--- config.mk ---
export PLATFORM = sky130hd
export DESIGN_NAME = uhtrc_core
export DESIGN_NICKNAME = d
export VERILOG_FILES = /design/src/uhtrc_pkg.sv /design/src/uhtrc_core.sv
export SDC_FILE = /design/constraint.sdc
export NUM_CORES = 1
export LEC_CHECK = 0
export ABC_CLOCK_PERIOD_IN_PS = 4700
export BUFFER_PORTS_ARGS = -buffer_cell sky130_fd_sc_hd__buf_2
export CAP_MARGIN = 20
export CORE_UTILIZATION = 56
export CTS_CLUSTER_DIAMETER = 120
export DETAILED_ROUTE_END_ITERATION = 6
export GPL_ROUTABILITY_DRIVEN = 0
export PLACE_DENSITY = 0.76
export SLEW_MARGIN = 20
export SYNTH_ARGS = -nofsm -noshare
export SYNTH_HDL_FRONTEND = slang
export SYNTH_SLANG_ARGS = --single-unit
--- constraint.sdc ---
create_clock -name clk -period 4.7 [get_ports clk]
set_input_delay 0.47 -clock clk [delete_from_list [all_inputs] [get_ports clk]]
set_output_delay 0.47 -clock clk [all_outputs]
set_load 0.02 [all_outputs]
--- src/uhtrc_pkg.sv ---
// Summary of operation
// - High reset idles device; hold six clocks (bench holds four)
// - Select and strobes pick data, status, control
// - Deselected: bus floats, strobes ignored
// - Separate byte registers; transmit double buffered, receive through a four-deep queue
// - Inverted modem input readable in status
// - Terminal ready output low when command bit set
// - Request output low when command bit set
// - Transmit only with enable set and clear-to-send low
// - Disable waits until written characters are sent
// - Shift serial output on bit clock fall
// - Line marks after reset, when off, or when empty in async mode
// - Ready pin masked by disable, cleared on write
// - Ready status bit shows holding register only
// - Empty pin high when nothing left, ignores enable
// - Empty stays high while sync fillers go out
// - Bit rate is clock over 1, 16 or 64
// - Receiver samples on bit clock rise
// - Async receiver needs one high after reset
// - Start edge confirmed low at bit centre in 16x and 64x modes
// - Parity mismatch sets parity error status
// - Missing stop bit sets framing error status
// - Receiver ready shows a waiting character
// - Data read clears receiver ready unless the queue holds another character
// - First control write is mode, later are commands
// - Async frame: start, data lsb first, parity, stops
package uhtrc_pkg;
  localparam int CLK_HZ = 10_000_000;
  localparam int RESET_MIN_CYC = 6;
  localparam int MIN_CLK_PER_BIT = 30;
  localparam logic [1:0] F_SYNC = 2'h0;
  localparam logic [1:0] F_16X = 2'h2;
  localparam logic [1:0] F_64X = 2'h3;
  localparam logic [5:0] DIV1_MAX = 6'h00;
  localparam logic [5:0] DIV16_MAX = 6'h0F;
  localparam logic [5:0] DIV64_MAX = 6'h3F;
  localparam logic [3:0] BASE_LEN = 4'h5;
  localparam logic [7:0] MODE_RST = 8'h00;
  localparam logic [7:0] CMD_RST = 8'h00;
  localparam logic [7:0] SYNC_FILL = 8'h16;
  localparam int FIFO_W = 8;
  localparam int FIFO_D = 4;

  typedef struct packed {
    logic [1:0] stop;
    logic even;
    logic par_en;
    logic [1:0] len;
    logic [1:0] factor;
  } uhtrc_mode_t;

  typedef struct packed {
    logic hunt;
    logic ireset;
    logic rts;
    logic err_rst;
    logic sbrk;
    logic rx_en;
    logic dtr;
    logic tx_en;
  } uhtrc_cmd_t;

  typedef struct packed {
    logic dsr;
    logic syndet;
    logic fe;
    logic oe;
    logic pe;
    logic tx_empty_flag;
    logic rx_ready;
    logic tx_ready;
  } uhtrc_stat_t;

  typedef struct packed {
    logic [3:0] cnt;
    logic [11:0] bits;
  } uhtrc_frame_t;

  typedef enum logic [1:0] {RX_WAIT1, RX_HUNT, RX_START, RX_BITS} uhtrc_rx_st_t;
endpackage : uhtrc_pkg

--- src/uhtrc_core.sv ---
`timescale 1ns/1ns
module uhtrc_fifo
  import uhtrc_pkg::*;
#(
  parameter int W = FIFO_W,
  parameter int D = FIFO_D
) (
  input logic clk,
  input logic reset,
  input logic in_valid,
  output logic in_ready,
  input logic [W-1:0] in_data,
  output logic out_valid,
  input logic out_ready,
  output logic [W-1:0] out_data
);
  localparam int AW = $clog2(D);
  logic [W-1:0] mem_reg [D];
  logic [AW-1:0] wp_reg;
  logic [AW-1:0] rp_reg;
  logic [AW:0] cnt_reg;
  wire push = in_valid & in_ready;
  wire pop = out_valid & out_ready;
  wire [AW-1:0] wp_next = (wp_reg == AW'(D - 1)) ? '0 : wp_reg + 1'b1;
  wire [AW-1:0] rp_next = (rp_reg == AW'(D - 1)) ? '0 : rp_reg + 1'b1;
  assign in_ready = cnt_reg != (AW + 1)'(D);
  assign out_valid = cnt_reg != '0;
  assign out_data = mem_reg[rp_reg];

  for (genvar g = 0; g < D; g++) begin : g_mem
    always_ff @(posedge clk) begin
      if (push && wp_reg == AW'(g)) begin
        mem_reg[g] <= in_data;
      end
    end
  end

  always_ff @(posedge clk) begin
    if (reset) begin
      wp_reg <= '0;
      rp_reg <= '0;
      cnt_reg <= '0;
    end else begin
      wp_reg <= push ? wp_next : wp_reg;
      rp_reg <= pop ? rp_next : rp_reg;
      cnt_reg <= cnt_reg + (AW + 1)'(push) - (AW + 1)'(pop);
    end
  end
endmodule : uhtrc_fifo

module uhtrc_core
  import uhtrc_pkg::*;
(
  input logic clk,
  input logic reset,
  input logic cs_n,
  input logic rd_n,
  input logic wr_n,
  input logic c_d,
  input logic [7:0] data_in,
  output logic [7:0] data_out,
  output logic data_oe_n,
  input logic tx_bit_clock,
  input logic rx_bit_clock,
  output logic txd,
  input logic rxd,
  input logic cts_n,
  input logic dsr_n,
  output logic dtr_n,
  output logic rts_n,
  output logic tx_ready,
  output logic rx_ready,
  output logic tx_empty_a
);
  uhtrc_mode_t mode_reg;
  uhtrc_cmd_t cmd_reg;
  logic mode_set_reg;
  logic wr_prev_reg;
  logic rd_prev_reg;
  logic txc_prev_reg;
  logic rxc_prev_reg;
  logic [7:0] data_out_reg;
  logic data_oe_n_reg;
  logic dtr_n_reg;
  logic rts_n_reg;

  // Bus decode; a deselected part never sees a strobe edge
  wire sel = ~cs_n;
  wire wr_act = sel & ~wr_n;
  wire rd_act = sel & ~rd_n & wr_n;
  wire wr_lead = wr_act & ~wr_prev_reg;
  wire rd_lead = rd_act & ~rd_prev_reg;
  wire data_wr = wr_lead & ~c_d;
  wire ctrl_wr = wr_lead & c_d;
  wire data_rd = rd_lead & ~c_d;
  wire uhtrc_cmd_t cmd_in = uhtrc_cmd_t'(data_in);
  wire cmd_wr = ctrl_wr & mode_set_reg;
  wire soft_rst = cmd_wr & cmd_in.ireset;
  wire err_clr = cmd_wr & cmd_in.err_rst;
  wire rst_all = reset | soft_rst;
  wire uhtrc_mode_t mode_next = (ctrl_wr & ~mode_set_reg) ? uhtrc_mode_t'(data_in) : mode_reg;
  wire uhtrc_cmd_t cmd_next = cmd_wr ? cmd_in : cmd_reg;
  wire async_m = mode_reg.factor != F_SYNC;
  wire [5:0] div_max = (mode_reg.factor == F_16X) ? DIV16_MAX :
                       (mode_reg.factor == F_64X) ? DIV64_MAX : DIV1_MAX;
  wire [3:0] nd = BASE_LEN + {2'h0, mode_reg.len};

  // Strobe history survives a soft reset so the same write is not retaken
  always_ff @(posedge clk) begin
    if (reset) begin
      wr_prev_reg <= 1'b0;
      rd_prev_reg <= 1'b0;
      txc_prev_reg <= 1'b1;
      rxc_prev_reg <= 1'b1;
    end else begin
      wr_prev_reg <= wr_act;
      rd_prev_reg <= rd_act;
      txc_prev_reg <= tx_bit_clock;
      rxc_prev_reg <= rx_bit_clock;
    end
  end

  always_ff @(posedge clk) begin
    if (rst_all) begin
      mode_reg <= MODE_RST;
      cmd_reg <= CMD_RST;
      mode_set_reg <= 1'b0;
      dtr_n_reg <= 1'b1;
      rts_n_reg <= 1'b1;
    end else begin
      mode_reg <= mode_next;
      cmd_reg <= cmd_next;
      mode_set_reg <= mode_set_reg | ctrl_wr;
      dtr_n_reg <= ~cmd_next.dtr;
      rts_n_reg <= ~cmd_next.rts;
    end
  end

  function automatic uhtrc_frame_t build_frame(input logic [7:0] ch, input uhtrc_mode_t m);
    uhtrc_frame_t f;
    logic [3:0] n;
    logic p;
    logic am;
    int i;
    f.bits = 12'hFFF;
    n = 4'h0;
    p = ~m.even;
    am = m.factor != F_SYNC;
    if (am) begin
      f.bits[0] = 1'b0;
      n = 4'h1;
    end
    for (i = 0; i < 8; i++) begin
      if (i < 5 + int'(m.len)) begin
        f.bits[n] = ch[i];
        p = p ^ ch[i];
        n = n + 4'h1;
      end
    end
    if (m.par_en) begin
      f.bits[n] = p;
      n = n + 4'h1;
    end
    // One and a half stop bits are stretched to two
    if (am) begin
      n = n + 4'h1 + {3'h0, m.stop[1]};
    end
    f.cnt = n;
    return f;
  endfunction : build_frame

  // Transmitter
  logic [7:0] hold_reg;
  logic hold_full_reg;
  logic hold_ok_reg;
  logic tx_act_reg;
  logic tx_fill_reg;
  logic [11:0] tx_sh_reg;
  logic [3:0] tx_left_reg;
  logic [5:0] tx_div_reg;
  logic line_reg;
  logic txd_reg;
  logic tx_ready_reg;
  logic tx_empty_reg;

  wire txc_fall = txc_prev_reg & ~tx_bit_clock;
  wire tx_tick = txc_fall & (tx_div_reg == div_max);
  wire tx_allowed = cmd_reg.tx_en & ~cts_n;
  wire tx_idle = tx_left_reg == 4'h0;
  wire tx_load = tx_tick & tx_idle & hold_full_reg & (tx_allowed | hold_ok_reg);
  wire tx_filler = tx_tick & tx_idle & ~tx_load & ~async_m & tx_allowed;
  wire tx_start = tx_load | tx_filler;
  wire tx_done = tx_tick & tx_idle & ~tx_start;
  wire uhtrc_frame_t frame = build_frame(tx_load ? hold_reg : SYNC_FILL, mode_reg);
  wire hold_full_next = data_wr | (hold_full_reg & ~tx_load);
  // A character accepted while enabled stays owed after a disable
  wire hold_ok_next = hold_full_next & (tx_allowed | (hold_ok_reg & ~tx_load));
  wire tx_act_next = tx_start | (tx_act_reg & ~tx_done);
  wire tx_fill_next = tx_start ? tx_filler : tx_fill_reg;
  wire line_next = tx_start ? frame.bits[0] :
                   (tx_tick & ~tx_idle) ? tx_sh_reg[0] : (tx_done | line_reg);
  wire [5:0] tx_div_next = ~txc_fall ? tx_div_reg : tx_tick ? 6'h00 : tx_div_reg + 6'h01;

  always_ff @(posedge clk) begin
    if (rst_all) begin
      hold_full_reg <= 1'b0;
      hold_ok_reg <= 1'b0;
      tx_act_reg <= 1'b0;
      tx_fill_reg <= 1'b0;
      tx_left_reg <= 4'h0;
      tx_div_reg <= 6'h00;
      line_reg <= 1'b1;
      txd_reg <= 1'b1;
      tx_ready_reg <= 1'b0;
      tx_empty_reg <= 1'b1;
    end else begin
      hold_full_reg <= hold_full_next;
      hold_ok_reg <= hold_ok_next;
      tx_act_reg <= tx_act_next;
      tx_fill_reg <= tx_fill_next;
      tx_div_reg <= tx_div_next;
      line_reg <= line_next;
      txd_reg <= line_next & ~cmd_next.sbrk;
      tx_ready_reg <= ~hold_full_next & tx_allowed;
      tx_empty_reg <= ~hold_full_next & (~tx_act_next | tx_fill_next);
      if (tx_start) begin
        tx_sh_reg <= {1'b1, frame.bits[11:1]};
        tx_left_reg <= frame.cnt - 4'h1;
      end else if (tx_tick & ~tx_idle) begin
        tx_sh_reg <= {1'b1, tx_sh_reg[11:1]};
        tx_left_reg <= tx_left_reg - 4'h1;
      end
    end
  end

  always_ff @(posedge clk) begin
    if (data_wr) begin
      hold_reg <= data_in;
    end
  end

  // Receiver
  uhtrc_rx_st_t rx_st_reg;
  uhtrc_rx_st_t rx_st_next;
  logic [5:0] rx_cnt_reg;
  logic [5:0] rx_cnt_next;
  logic [3:0] rx_idx_reg;
  logic [3:0] rx_idx_next;
  logic [7:0] rx_sh_reg;
  logic [7:0] rx_sh_next;
  logic rx_par_reg;
  logic rx_par_next;
  logic rx_last_reg;
  logic rx_init_reg;
  logic pe_reg;
  logic fe_reg;
  logic oe_reg;
  logic [7:0] rx_hold_reg;
  logic rx_hold_v_reg;
  logic rx_ready_reg;
  logic fifo_in_ready;
  logic fifo_out_valid;
  logic [7:0] fifo_out_data;

  wire rxc_rise = rx_bit_clock & ~rxc_prev_reg;
  wire [5:0] half = div_max >> 1;
  wire rx_smp = rxc_rise & (rx_st_reg == RX_BITS) & (rx_cnt_reg == div_max);
  wire [3:0] last_idx = nd + {3'h0, mode_reg.par_en} - {3'h0, ~async_m};
  wire rx_end = rx_smp & (rx_idx_reg == last_idx);
  wire is_data = rx_idx_reg < nd;
  wire is_par = mode_reg.par_en & (rx_idx_reg == nd);
  wire [7:0] bit_mask = (is_data & rxd) ? (8'h01 << rx_idx_reg) : 8'h00;
  wire [7:0] rx_char = rx_sh_reg | bit_mask;
  wire par_bad = rx_smp & is_par & (rx_par_reg ^ rxd ^ ~mode_reg.even);
  wire frm_bad = rx_end & async_m & ~rxd;
  wire rx_push = rx_end & cmd_reg.rx_en;
  // No room downstream: the new character is dropped and flagged
  wire rx_lost = rx_push & ~fifo_in_ready;
  wire fifo_pop_ok = ~rx_hold_v_reg | data_rd;
  wire rx_hold_v_next = (fifo_out_valid & fifo_pop_ok) | (rx_hold_v_reg & ~data_rd);
  wire rx_init_next = rx_init_reg | (rxc_rise & cmd_reg.rx_en & async_m & rxd &
                                     (rx_st_reg == RX_WAIT1));

  always_comb begin
    rx_st_next = rx_st_reg;
    rx_cnt_next = rx_cnt_reg;
    rx_idx_next = rx_idx_reg;
    rx_sh_next = rx_sh_reg;
    rx_par_next = rx_par_reg;
    if (!cmd_reg.rx_en) begin
      rx_st_next = rx_init_reg ? RX_HUNT : RX_WAIT1;
    end else if (rxc_rise) begin
      case (rx_st_reg)
        RX_WAIT1, RX_HUNT: begin
          rx_cnt_next = 6'h00;
          rx_idx_next = 4'h0;
          rx_sh_next = 8'h00;
          rx_par_next = 1'b0;
          if (!async_m) begin
            rx_st_next = RX_BITS;
          end else if (rx_st_reg == RX_WAIT1) begin
            rx_st_next = rxd ? RX_HUNT : RX_WAIT1;
          end else if (rx_last_reg & ~rxd) begin
            rx_st_next = (div_max == DIV1_MAX) ? RX_BITS : RX_START;
          end
        end
        RX_START: begin
          if (rx_cnt_reg == half) begin
            rx_cnt_next = 6'h00;
            rx_st_next = rxd ? RX_HUNT : RX_BITS;
          end else begin
            rx_cnt_next = rx_cnt_reg + 6'h01;
          end
        end
        RX_BITS: begin
          if (rx_cnt_reg != div_max) begin
            rx_cnt_next = rx_cnt_reg + 6'h01;
          end else begin
            rx_cnt_next = 6'h00;
            rx_idx_next = rx_idx_reg + 4'h1;
            rx_sh_next = rx_char;
            rx_par_next = rx_par_reg ^ (is_data & rxd);
            if (rx_end) begin
              rx_st_next = async_m ? RX_HUNT : RX_BITS;
              rx_idx_next = 4'h0;
              rx_sh_next = 8'h00;
              rx_par_next = 1'b0;
            end
          end
        end
        default: rx_st_next = RX_WAIT1;
      endcase
    end
  end

  always_ff @(posedge clk) begin
    if (rst_all) begin
      rx_st_reg <= RX_WAIT1;
      rx_cnt_reg <= 6'h00;
      rx_idx_reg <= 4'h0;
      rx_sh_reg <= 8'h00;
      rx_par_reg <= 1'b0;
      rx_last_reg <= 1'b0;
      rx_init_reg <= 1'b0;
      pe_reg <= 1'b0;
      fe_reg <= 1'b0;
      oe_reg <= 1'b0;
      rx_hold_v_reg <= 1'b0;
      rx_ready_reg <= 1'b0;
    end else begin
      rx_st_reg <= rx_st_next;
      rx_cnt_reg <= rx_cnt_next;
      rx_idx_reg <= rx_idx_next;
      rx_sh_reg <= rx_sh_next;
      rx_par_reg <= rx_par_next;
      rx_last_reg <= rxc_rise ? rxd : rx_last_reg;
      rx_init_reg <= rx_init_next;
      pe_reg <= par_bad | (pe_reg & ~err_clr);
      fe_reg <= frm_bad | (fe_reg & ~err_clr);
      oe_reg <= rx_lost | (oe_reg & ~err_clr);
      rx_hold_v_reg <= rx_hold_v_next;
      rx_ready_reg <= rx_hold_v_next & cmd_next.rx_en;
    end
  end

  always_ff @(posedge clk) begin
    if (fifo_out_valid & fifo_pop_ok) begin
      rx_hold_reg <= fifo_out_data;
    end
  end

  uhtrc_fifo #(.W(FIFO_W), .D(FIFO_D)) u_rx_fifo (
    .clk(clk),
    .reset(rst_all),
    .in_valid(rx_push),
    .in_ready(fifo_in_ready),
    .in_data(rx_char),
    .out_valid(fifo_out_valid),
    .out_ready(fifo_pop_ok),
    .out_data(fifo_out_data)
  );

  // Status and read path; bus is driven one clock after the read strobe
  wire uhtrc_stat_t status = '{dsr: ~dsr_n, syndet: 1'b0, fe: fe_reg, oe: oe_reg,
                               pe: pe_reg, tx_empty_flag: tx_empty_reg,
                               rx_ready: rx_ready_reg, tx_ready: ~hold_full_reg};
  wire [7:0] rd_mux = c_d ? status : rx_hold_reg;

  always_ff @(posedge clk) begin
    if (reset) begin
      data_out_reg <= 8'h00;
      data_oe_n_reg <= 1'b1;
    end else begin
      data_out_reg <= rd_act ? rd_mux : 8'h00;
      data_oe_n_reg <= ~rd_act;
    end
  end

  assign data_out = data_out_reg;
  assign data_oe_n = data_oe_n_reg;
  assign txd = txd_reg;
  assign dtr_n = dtr_n_reg;
  assign rts_n = rts_n_reg;
  assign tx_ready = tx_ready_reg;
  assign rx_ready = rx_ready_reg;
  assign tx_empty_a = tx_empty_reg;
endmodule : uhtrc_core

**Word level (Yosys, flattened, before mapping)**

Memories as Yosys holds them, arrays and structs flattened. A register that Yosys moved wholly into a read port is not among the register bits.
Index checks and enable logic that the tools add are counted.

- ROM bits: 0
- Memories: 1
- Bits in writable memories: 32
- Register bits: 102
- Input bits: 19
- Word-level logic and storage cells: 380
- Bits in latches: 0

- Multiply operators: 0
- Reductions and logical operators: 31
- Bitwise logic cells: 111
- Mux-type cells: 115
- Eq/ne operators: 22
- Div/mod/pow operators: 0
- $add $sub $neg: 24
- Shift-type cells: 1
- Order comparisons: 27

Memories:

| name | depth | bits a word | rd ports | clocked after memory_dff | wr ports | line | RTL |
|---|---|---|---|---|---|---|---|
| u_rx_fifo.mem_reg | 4 | 8 | 1 | 1 | 1 | uhtrc_core.sv:18 | `logic [W-1:0] mem_reg [D];` |

Operator list:

| cell | count |
|---|---|
| 12-bit bitwise mux | 9 |
| 12-bit two-way mux | 9 |
| 4-bit by 32-bit less-than comparator with 1-bit output (first input constant) | 3 |
| 3-bit by 32-bit less-than comparator with 1-bit output (first input constant) | 2 |
| 8-bit two-way mux | 8 |
| 4-bit two-way mux | 14 |
| 1-bit AND | 54 |
| 4-bit by 5-bit less-than comparator with 1-bit output (second input constant) | 9 |
| 4-bit by 1-bit adder with 4-bit output (second input constant) | 11 |
| 1-bit two-way mux | 38 |
| 1-bit demux with 4-bit select | 9 |
| 4-bit by 1-bit >= comparator with 1-bit output (second input constant) | 9 |
| 6-bit two-way mux | 6 |
| 1-bit by 32-bit less-than comparator with 1-bit output (first input constant) | 1 |
| 2-bit by 32-bit less-than comparator with 1-bit output (first input constant) | 1 |
| 2-bit two-way mux | 15 |
| 1-bit inverter | 30 |
| 8-bit OR reduction | 3 |
| 11-bit two-way mux | 2 |
| 6-bit case mux with 3 select lines | 1 |
| 8-bit case mux with 2 select lines | 1 |
| 1-bit OR | 15 |
| 2-bit == test (second input constant) | 7 |
| 1-bit logical AND | 13 |
| other kinds (35) | 61 |

**Depth between registers and ports, before layout**

- Depth after elaboration: 29
- Depth in mapped cells: 26
- Depth with buffers taken out: 25

**Cells and area by module**

A second synthesis with hierarchy kept.

- Cell total of the unflattened synthesis: 783
- Area total of the unflattened synthesis: 7,659.8 um^2

Modules (own cells, without submodules):

| module | instances | cells each | area each (um^2) |
|---|---|---|---|
| uhtrc_core | 1 | 692 | 6,020.8 |
| uhtrc_fifo | 1 | 91 | 1,639.1 |

**Worst setup path after synthesis**

OpenSTA, ideal clock, no wires.

- Path type: flip-flop to flip-flop
- Start point: reg mode_reg[2] (netlist bit)
- End point: reg tx_left_reg[3]
- Data arrival time: 4,704 ps
- Required time: 4,626 ps
- Cell stages (with the launch flop): 25
- Slack: -78 ps
- Path through: dfxtp_1 ha_1 clkbuf_1 inv_1 nand2_1 inv_1 ha_1 nor2b_1 a21oi_1 ha_1 a21o_1 ha_1 a22o_1 or2_2 ha_1 nand2b_1 o31ai_1 inv_1 ha_1 o21ai_0 xnor2_1 xnor2_1 a31oi_1 a2111o_1 a31oi_1

- Word-level cells in the longest chain between the ends: 24
- Elaborated cells between the ends (all ways): 31
- Classes of those cells: add/sub (12); order compare (8); mux (11)

RTL lines:

| element | line | RTL |
|---|---|---|
| from (decl) | uhtrc_core.sv:75 | `uhtrc_mode_t mode_reg;` |
| from (signal assigned) | uhtrc_core.sv:131 | `mode_reg <= mode_next;` |
| 3-bit by 2-bit adder with 4-bit output (*) | uhtrc_core.sv:154 | `if (i < 5 + int'(m.len)) begin` |
| 1-bit by 32-bit less-than comparator with 1-bit output | uhtrc_core.sv:154 |  |
| 4-bit two-way mux | uhtrc_core.sv:154 |  |
| 4-bit by 1-bit adder with 4-bit output | uhtrc_core.sv:157 | `n = n + 4'h1;` |
| 4-bit two-way mux | uhtrc_core.sv:154 |  |
| 4-bit by 1-bit adder with 4-bit output | uhtrc_core.sv:157 |  |
| 4-bit two-way mux | uhtrc_core.sv:154 |  |
| 4-bit by 1-bit adder with 4-bit output | uhtrc_core.sv:157 |  |
| [... 7 more ...] | - |  |
| 4-bit by 1-bit adder with 4-bit output | uhtrc_core.sv:157 |  |
| 4-bit two-way mux (*) | uhtrc_core.sv:154 |  |
| 4-bit by 1-bit adder with 4-bit output | uhtrc_core.sv:162 | `n = n + 4'h1;` |
| 4-bit two-way mux (*) | uhtrc_core.sv:160 | `if (m.par_en) begin` |
| 4-bit by 1-bit adder with 4-bit output (2 in series) | uhtrc_core.sv:166 | `n = n + 4'h1 + {3'h0, m.stop[1]};` |
| 4-bit two-way mux (*) | uhtrc_core.sv:165 | `if (am) begin` |
| 4-bit by 1-bit subtractor with 4-bit output (*) | uhtrc_core.sv:228 | `tx_left_reg <= frame.cnt - 4'h1;` |
| 4-bit two-way mux (*) | uhtrc_core.sv:226 | `if (tx_start) begin` |
| to (signal assigned) | uhtrc_core.sv:228 |  |
| to (signal assigned) | uhtrc_core.sv:231 | `tx_left_reg <= tx_left_reg - 4'h1;` |
| to (decl) | uhtrc_core.sv:179 | `logic [3:0] tx_left_reg;` |

Mark *: on every way between the ends. The rest lies on a longest branch, timed or not.
A chain may end at the register's enable or synchronous reset.

**Worst setup path in the final report**

- Start point: reg mode_reg[3] (netlist bit)
- End point: reg tx_left_reg[3]

The elaborated chain is that of the path after synthesis.

==> results.py <==
metrics = {
    "status": {
        "run_status": "finished, final reports clean",
    },
    "grt": {
        "grt_pass1_wl_microns": 29100,
        "grt_max_degree": 25,
        "grtUsageTotal_pct": 27.1,
        "antenna_found_initial": 0,
        "grt_overflow": 0,
        "first_global_vias": 5816,
    },
    "detailed_routing": {
        "wire_per_inst_microns": 18.6,
        "met3_length_microns": 945,
        "drc": 0,
        "dr.pass1.iters": 5,
        "wl_microns": 18200,
        "ant_nets": 0,
        "vias": 5962,
        "drt_iter0_markers": 588,
        "wl_met2_microns": 9340,
        "viasPerCell": 6.08,
        "met1_length_microns": 7110,
        "highest_layer": "met4",
    },
    "yosys": {
        "syn-num-nets": 824,
        "synthDistinctLibCells": 70,
        "synth_area_sq_mm": 0.00752,
        "synth_cells": 757,
        "synth_edf_count": 59,
        "synth_seq_cells": 140,
        "yosysSeqAreaShare_pct": 45.1,
        "synthArstFlopShare_pct": 0,
        "avgSynthCellArea_sq_um": 9.94,
        "synth_warnings": 0,
        "synth_top_flop_cell": "dfxtp_1",
    },
    "sta": {
        "final_hold_viol_count": 0,
        "fin_tns_setup_ns": 0,
        "period_needed_ns": 4.50,
        "finalSetupViolCount": 0,
        "fin_hold_ws_ns": 0.245,
        "slew_headroom_pct": 35.1,
        "fin_crit_sh_pct": 95.8,
        "fin_skew_ns": 0.0131,
        "fmax_mhz": 222,
        "max_slew.worst_pin.slew_ns": 0.970,
        "slew_viol_final": 0,
    },
    "worst_setup_path": {
        "path_cells": "ha_2, inv_2, nand2_4, inv_2, ha_1, nor2b_2, a21oi_2, ha_1, a21o_1, ha_1, a22o_4, or2_4, ha_1, nand2b_4, o31ai_4, inv_1, ha_1, o21ai_0, xnor2_1, xnor2_1, a31oi_2, a2111o_1, a31oi_1",
        "crit_type": "reg2reg",
        "endpoint_kind": "flop",
        "cp.arrival_ns": 4.86,
        "start_kind": "flop",
        "cp_data_required_time_ns": 5.06,
        "worst-path-max-fanout": 5,
        "cp_common_cell": "ha_1",
        "slowest_stage": "dfxtp_4",
        "crit_path_max_incr_delay_ns": 0.37,
    },
    "floorplan": {
        "start_util_pct": 58.4,
        "die_h_microns": 118,
        "ioPinCount": 34,
        "dieArea_sq_mm": 0.0139,
        "coreArea_sq_mm": 0.0129,
        "rows": 41,
        "dieWidth_microns": 118,
    },
    "power": {
        "pwr-share-comb_pct": 18.2,
        "p_int_w": 0.00251,
        "p_seq_share_pct": 42.0,
        "p_sw_w": 0.000990,
        "leakage_nw": 3.45,
        "vdd_drop_max_v": 0.000297,
        "clkPwrFrac_pct": 39.8,
        "p_per_area_mw_per_mm2": 406,
        "swShare_pct": 28.3,
    },
    "final_layout": {
        "syn_to_final_growth_pct": 14.7,
        "design_area_sq_mm": 0.00862,
        "antennaDiodeCount": 0,
        "drive_gt1_share_pct": 16.1,
        "fin_util_pct": 67.0,
        "largest_register_ffs": 32,
        "nets": 863,
        "layoutNonFillerInstCount": 981,
    },
    "place": {
        "placed_cells": 942,
        "place_hpwl_microns": 13100,
        "port_buffers": 33,
        "dpl_cell_area_sq_mm": 0.00789,
    },
    "clock_tree": {
        "cts_sinks": 140,
        "cts_root_buf": "clkbuf_16",
        "clk_pin_slew_ns": 0.07,
        "cts_buffers": 17,
        "htreeDepth": 4,
        "cts_hold_buf": 0,
        "clock_path_buffers": 2,
        "clk_latency_ns": 0.43,
        "cts_tree": "built",
    },
    "hold_path": {
        "hp-class": "in2reg",
    },
    "run": {
        "cap_viol_max_count": 0,
    },
}
## cells in the mapped netlist, types with 10 or more instances
cell type / count / share of area [%]
nor3_1: 18 / 1.2
mux2i_1: 30 / 4.0
ha_1: 45 / 7.5
nand3_1: 28 / 1.9
a31oi_1: 17 / 1.4
nand2_1: 45 / 2.2
and3_1: 10 / 0.83
xnor2_1: 25 / 2.9
edfxtp_1: 59 / 24
and2_1: 12 / 1.0
xor2_1: 12 / 1.4
a21o_1: 14 / 1.4
a21oi_1: 36 / 2.4
clkbuf_1: 27 / 1.3
nor2_1: 99 / 4.9
nor2b_1: 10 / 0.83
dfxtp_1: 81 / 22
nand2b_1: 10 / 0.83
inv_1: 40 / 2.0
## area by class of cell
cell class / count / area [sq um]
inverter: 40 / 150
multi-input combinational: 540 / 3900
tap: 172 / 215
timing repair buffer: 57 / 349
sequential: 140 / 3400
fill: 937 / 4250
clock buffer: 17 / 425
clock inverter: 15 / 185
## metal layers
layer | global-route usage (%) | vias to the layer above
met5 | 0 | -
met4 | 15.2 | 0
met3 | 6.35 | 58
met2 | 47.2 | 215
met1 | 30.3 | 2879
li1 | - | 2810
## critical path: cells and delay by family (launching register included)
| kind | cells | cell delay, ns |
|---|---|---|
| AO/OA/AOI/OAI | 8 | 1.43 |
| buffers and inverters | 3 | 0.19 |
| XOR/XNOR | 2 | 0.39 |
| AND/OR/NAND/NOR | 4 | 0.65 |
| flip-flops | 1 | 0.37 |
| adder cells (fa/ha/maj) | 6 | 1.42 |
## power by group through the flow
stage | clock [W] | combinational, W | sequential (W)
after floorplan | 0 | 0.000472 | 0.00145
after global placement | 0 | 0.000557 | 0.00148
after detailed placement | 0 | 0.000588 | 0.00149
after CTS | 0.00140 | 0.000598 | 0.00147
after global routing | 0.00145 | 0.000701 | 0.00149
final | 0.00139 | 0.000637 | 0.00147
## placed cells by master, fill, tap and decap left out, types with 5 or more instances in the layout
master / synthesis / routed
and3_1: 10 / 10
nand2b_1: 10 / 9
xor2_1: 12 / 12
a31oi_1: 17 / 16
nor2b_1: 10 / 9
nor4_1: 6 / 5
clkbuf_16: 0 / 17
mux2i_1: 30 / 30
inv_1: 40 / 35
ha_1: 45 / 41
o21ai_1: 7 / 7
mux4_2: 8 / 8
buf_2: 1 / 33
a22oi_1: 5 / 5
a21o_1: 14 / 14
nor2_1: 99 / 98
a21oi_1: 36 / 35
o311ai_1: 6 / 6
nand3_1: 28 / 28
and2_1: 12 / 12
nor3_1: 18 / 18
edfxtp_1: 59 / 59
nand2_1: 45 / 44
nand4_1: 7 / 7
buf_4: 1 / 23
xnor2_1: 25 / 25
inv_2: 0 / 5
dfxtp_1: 81 / 79
o21ai_0: 8 / 8
## metrics by stage
| step | total power, W | setup slack [ns] |
|---|---|---|
| 2_1_floorplan | 0.00192 | 0.00670 |
| 3_3_place_gp | 0.00204 | 0.166 |
| 3_5_place_dp | 0.00208 | -0.0466 |
| 4_1_cts | 0.00347 | 0.00357 |
| 5_1_grt | 0.00364 | -0.0364 |
| 6_report | 0.00350 | 0.198 |
## cell families (layout without fill, tap and decap cells)
logic type / count (synthesis) / in the layout / share of synthesized area, %
AO/OA/AOI/OAI: 145 / 145 / 13.5
AND/OR/NAND/NOR: 266 / 266 / 16.9
multiplexers: 40 / 40 / 6.69
XOR/XNOR: 41 / 41 / 5.51
adder cells (fa/ha/maj): 48 / 48 / 8.28
buffers and inverters: 77 / 129 / 4.01
flip-flops: 140 / 140 / 45.1
## final timing paths
check                           slack (ns)          from        endpoint  cells past startpoint
worst max-delay path                  0.20   mode_reg[3]  tx_left_reg[3]                     23
worst max register to register        0.20   mode_reg[3]  tx_left_reg[3]                     23
worst min register to register        0.45    cmd_reg[0]      cmd_reg[0]                      2
worst min-delay path                  0.25  rx_bit_clock    rxc_prev_reg                      2
## what timing repair did
action | 4_1_cts | 5_1_grt
endpoints found under the setup margin | 2 | 3
setup buffers | 0 | 7
pin swaps | 0 | 10
cloned | 0 | 0
gates resized for setup | 1 | 23
Note: power is estimated with default switching activity, not from simulation.
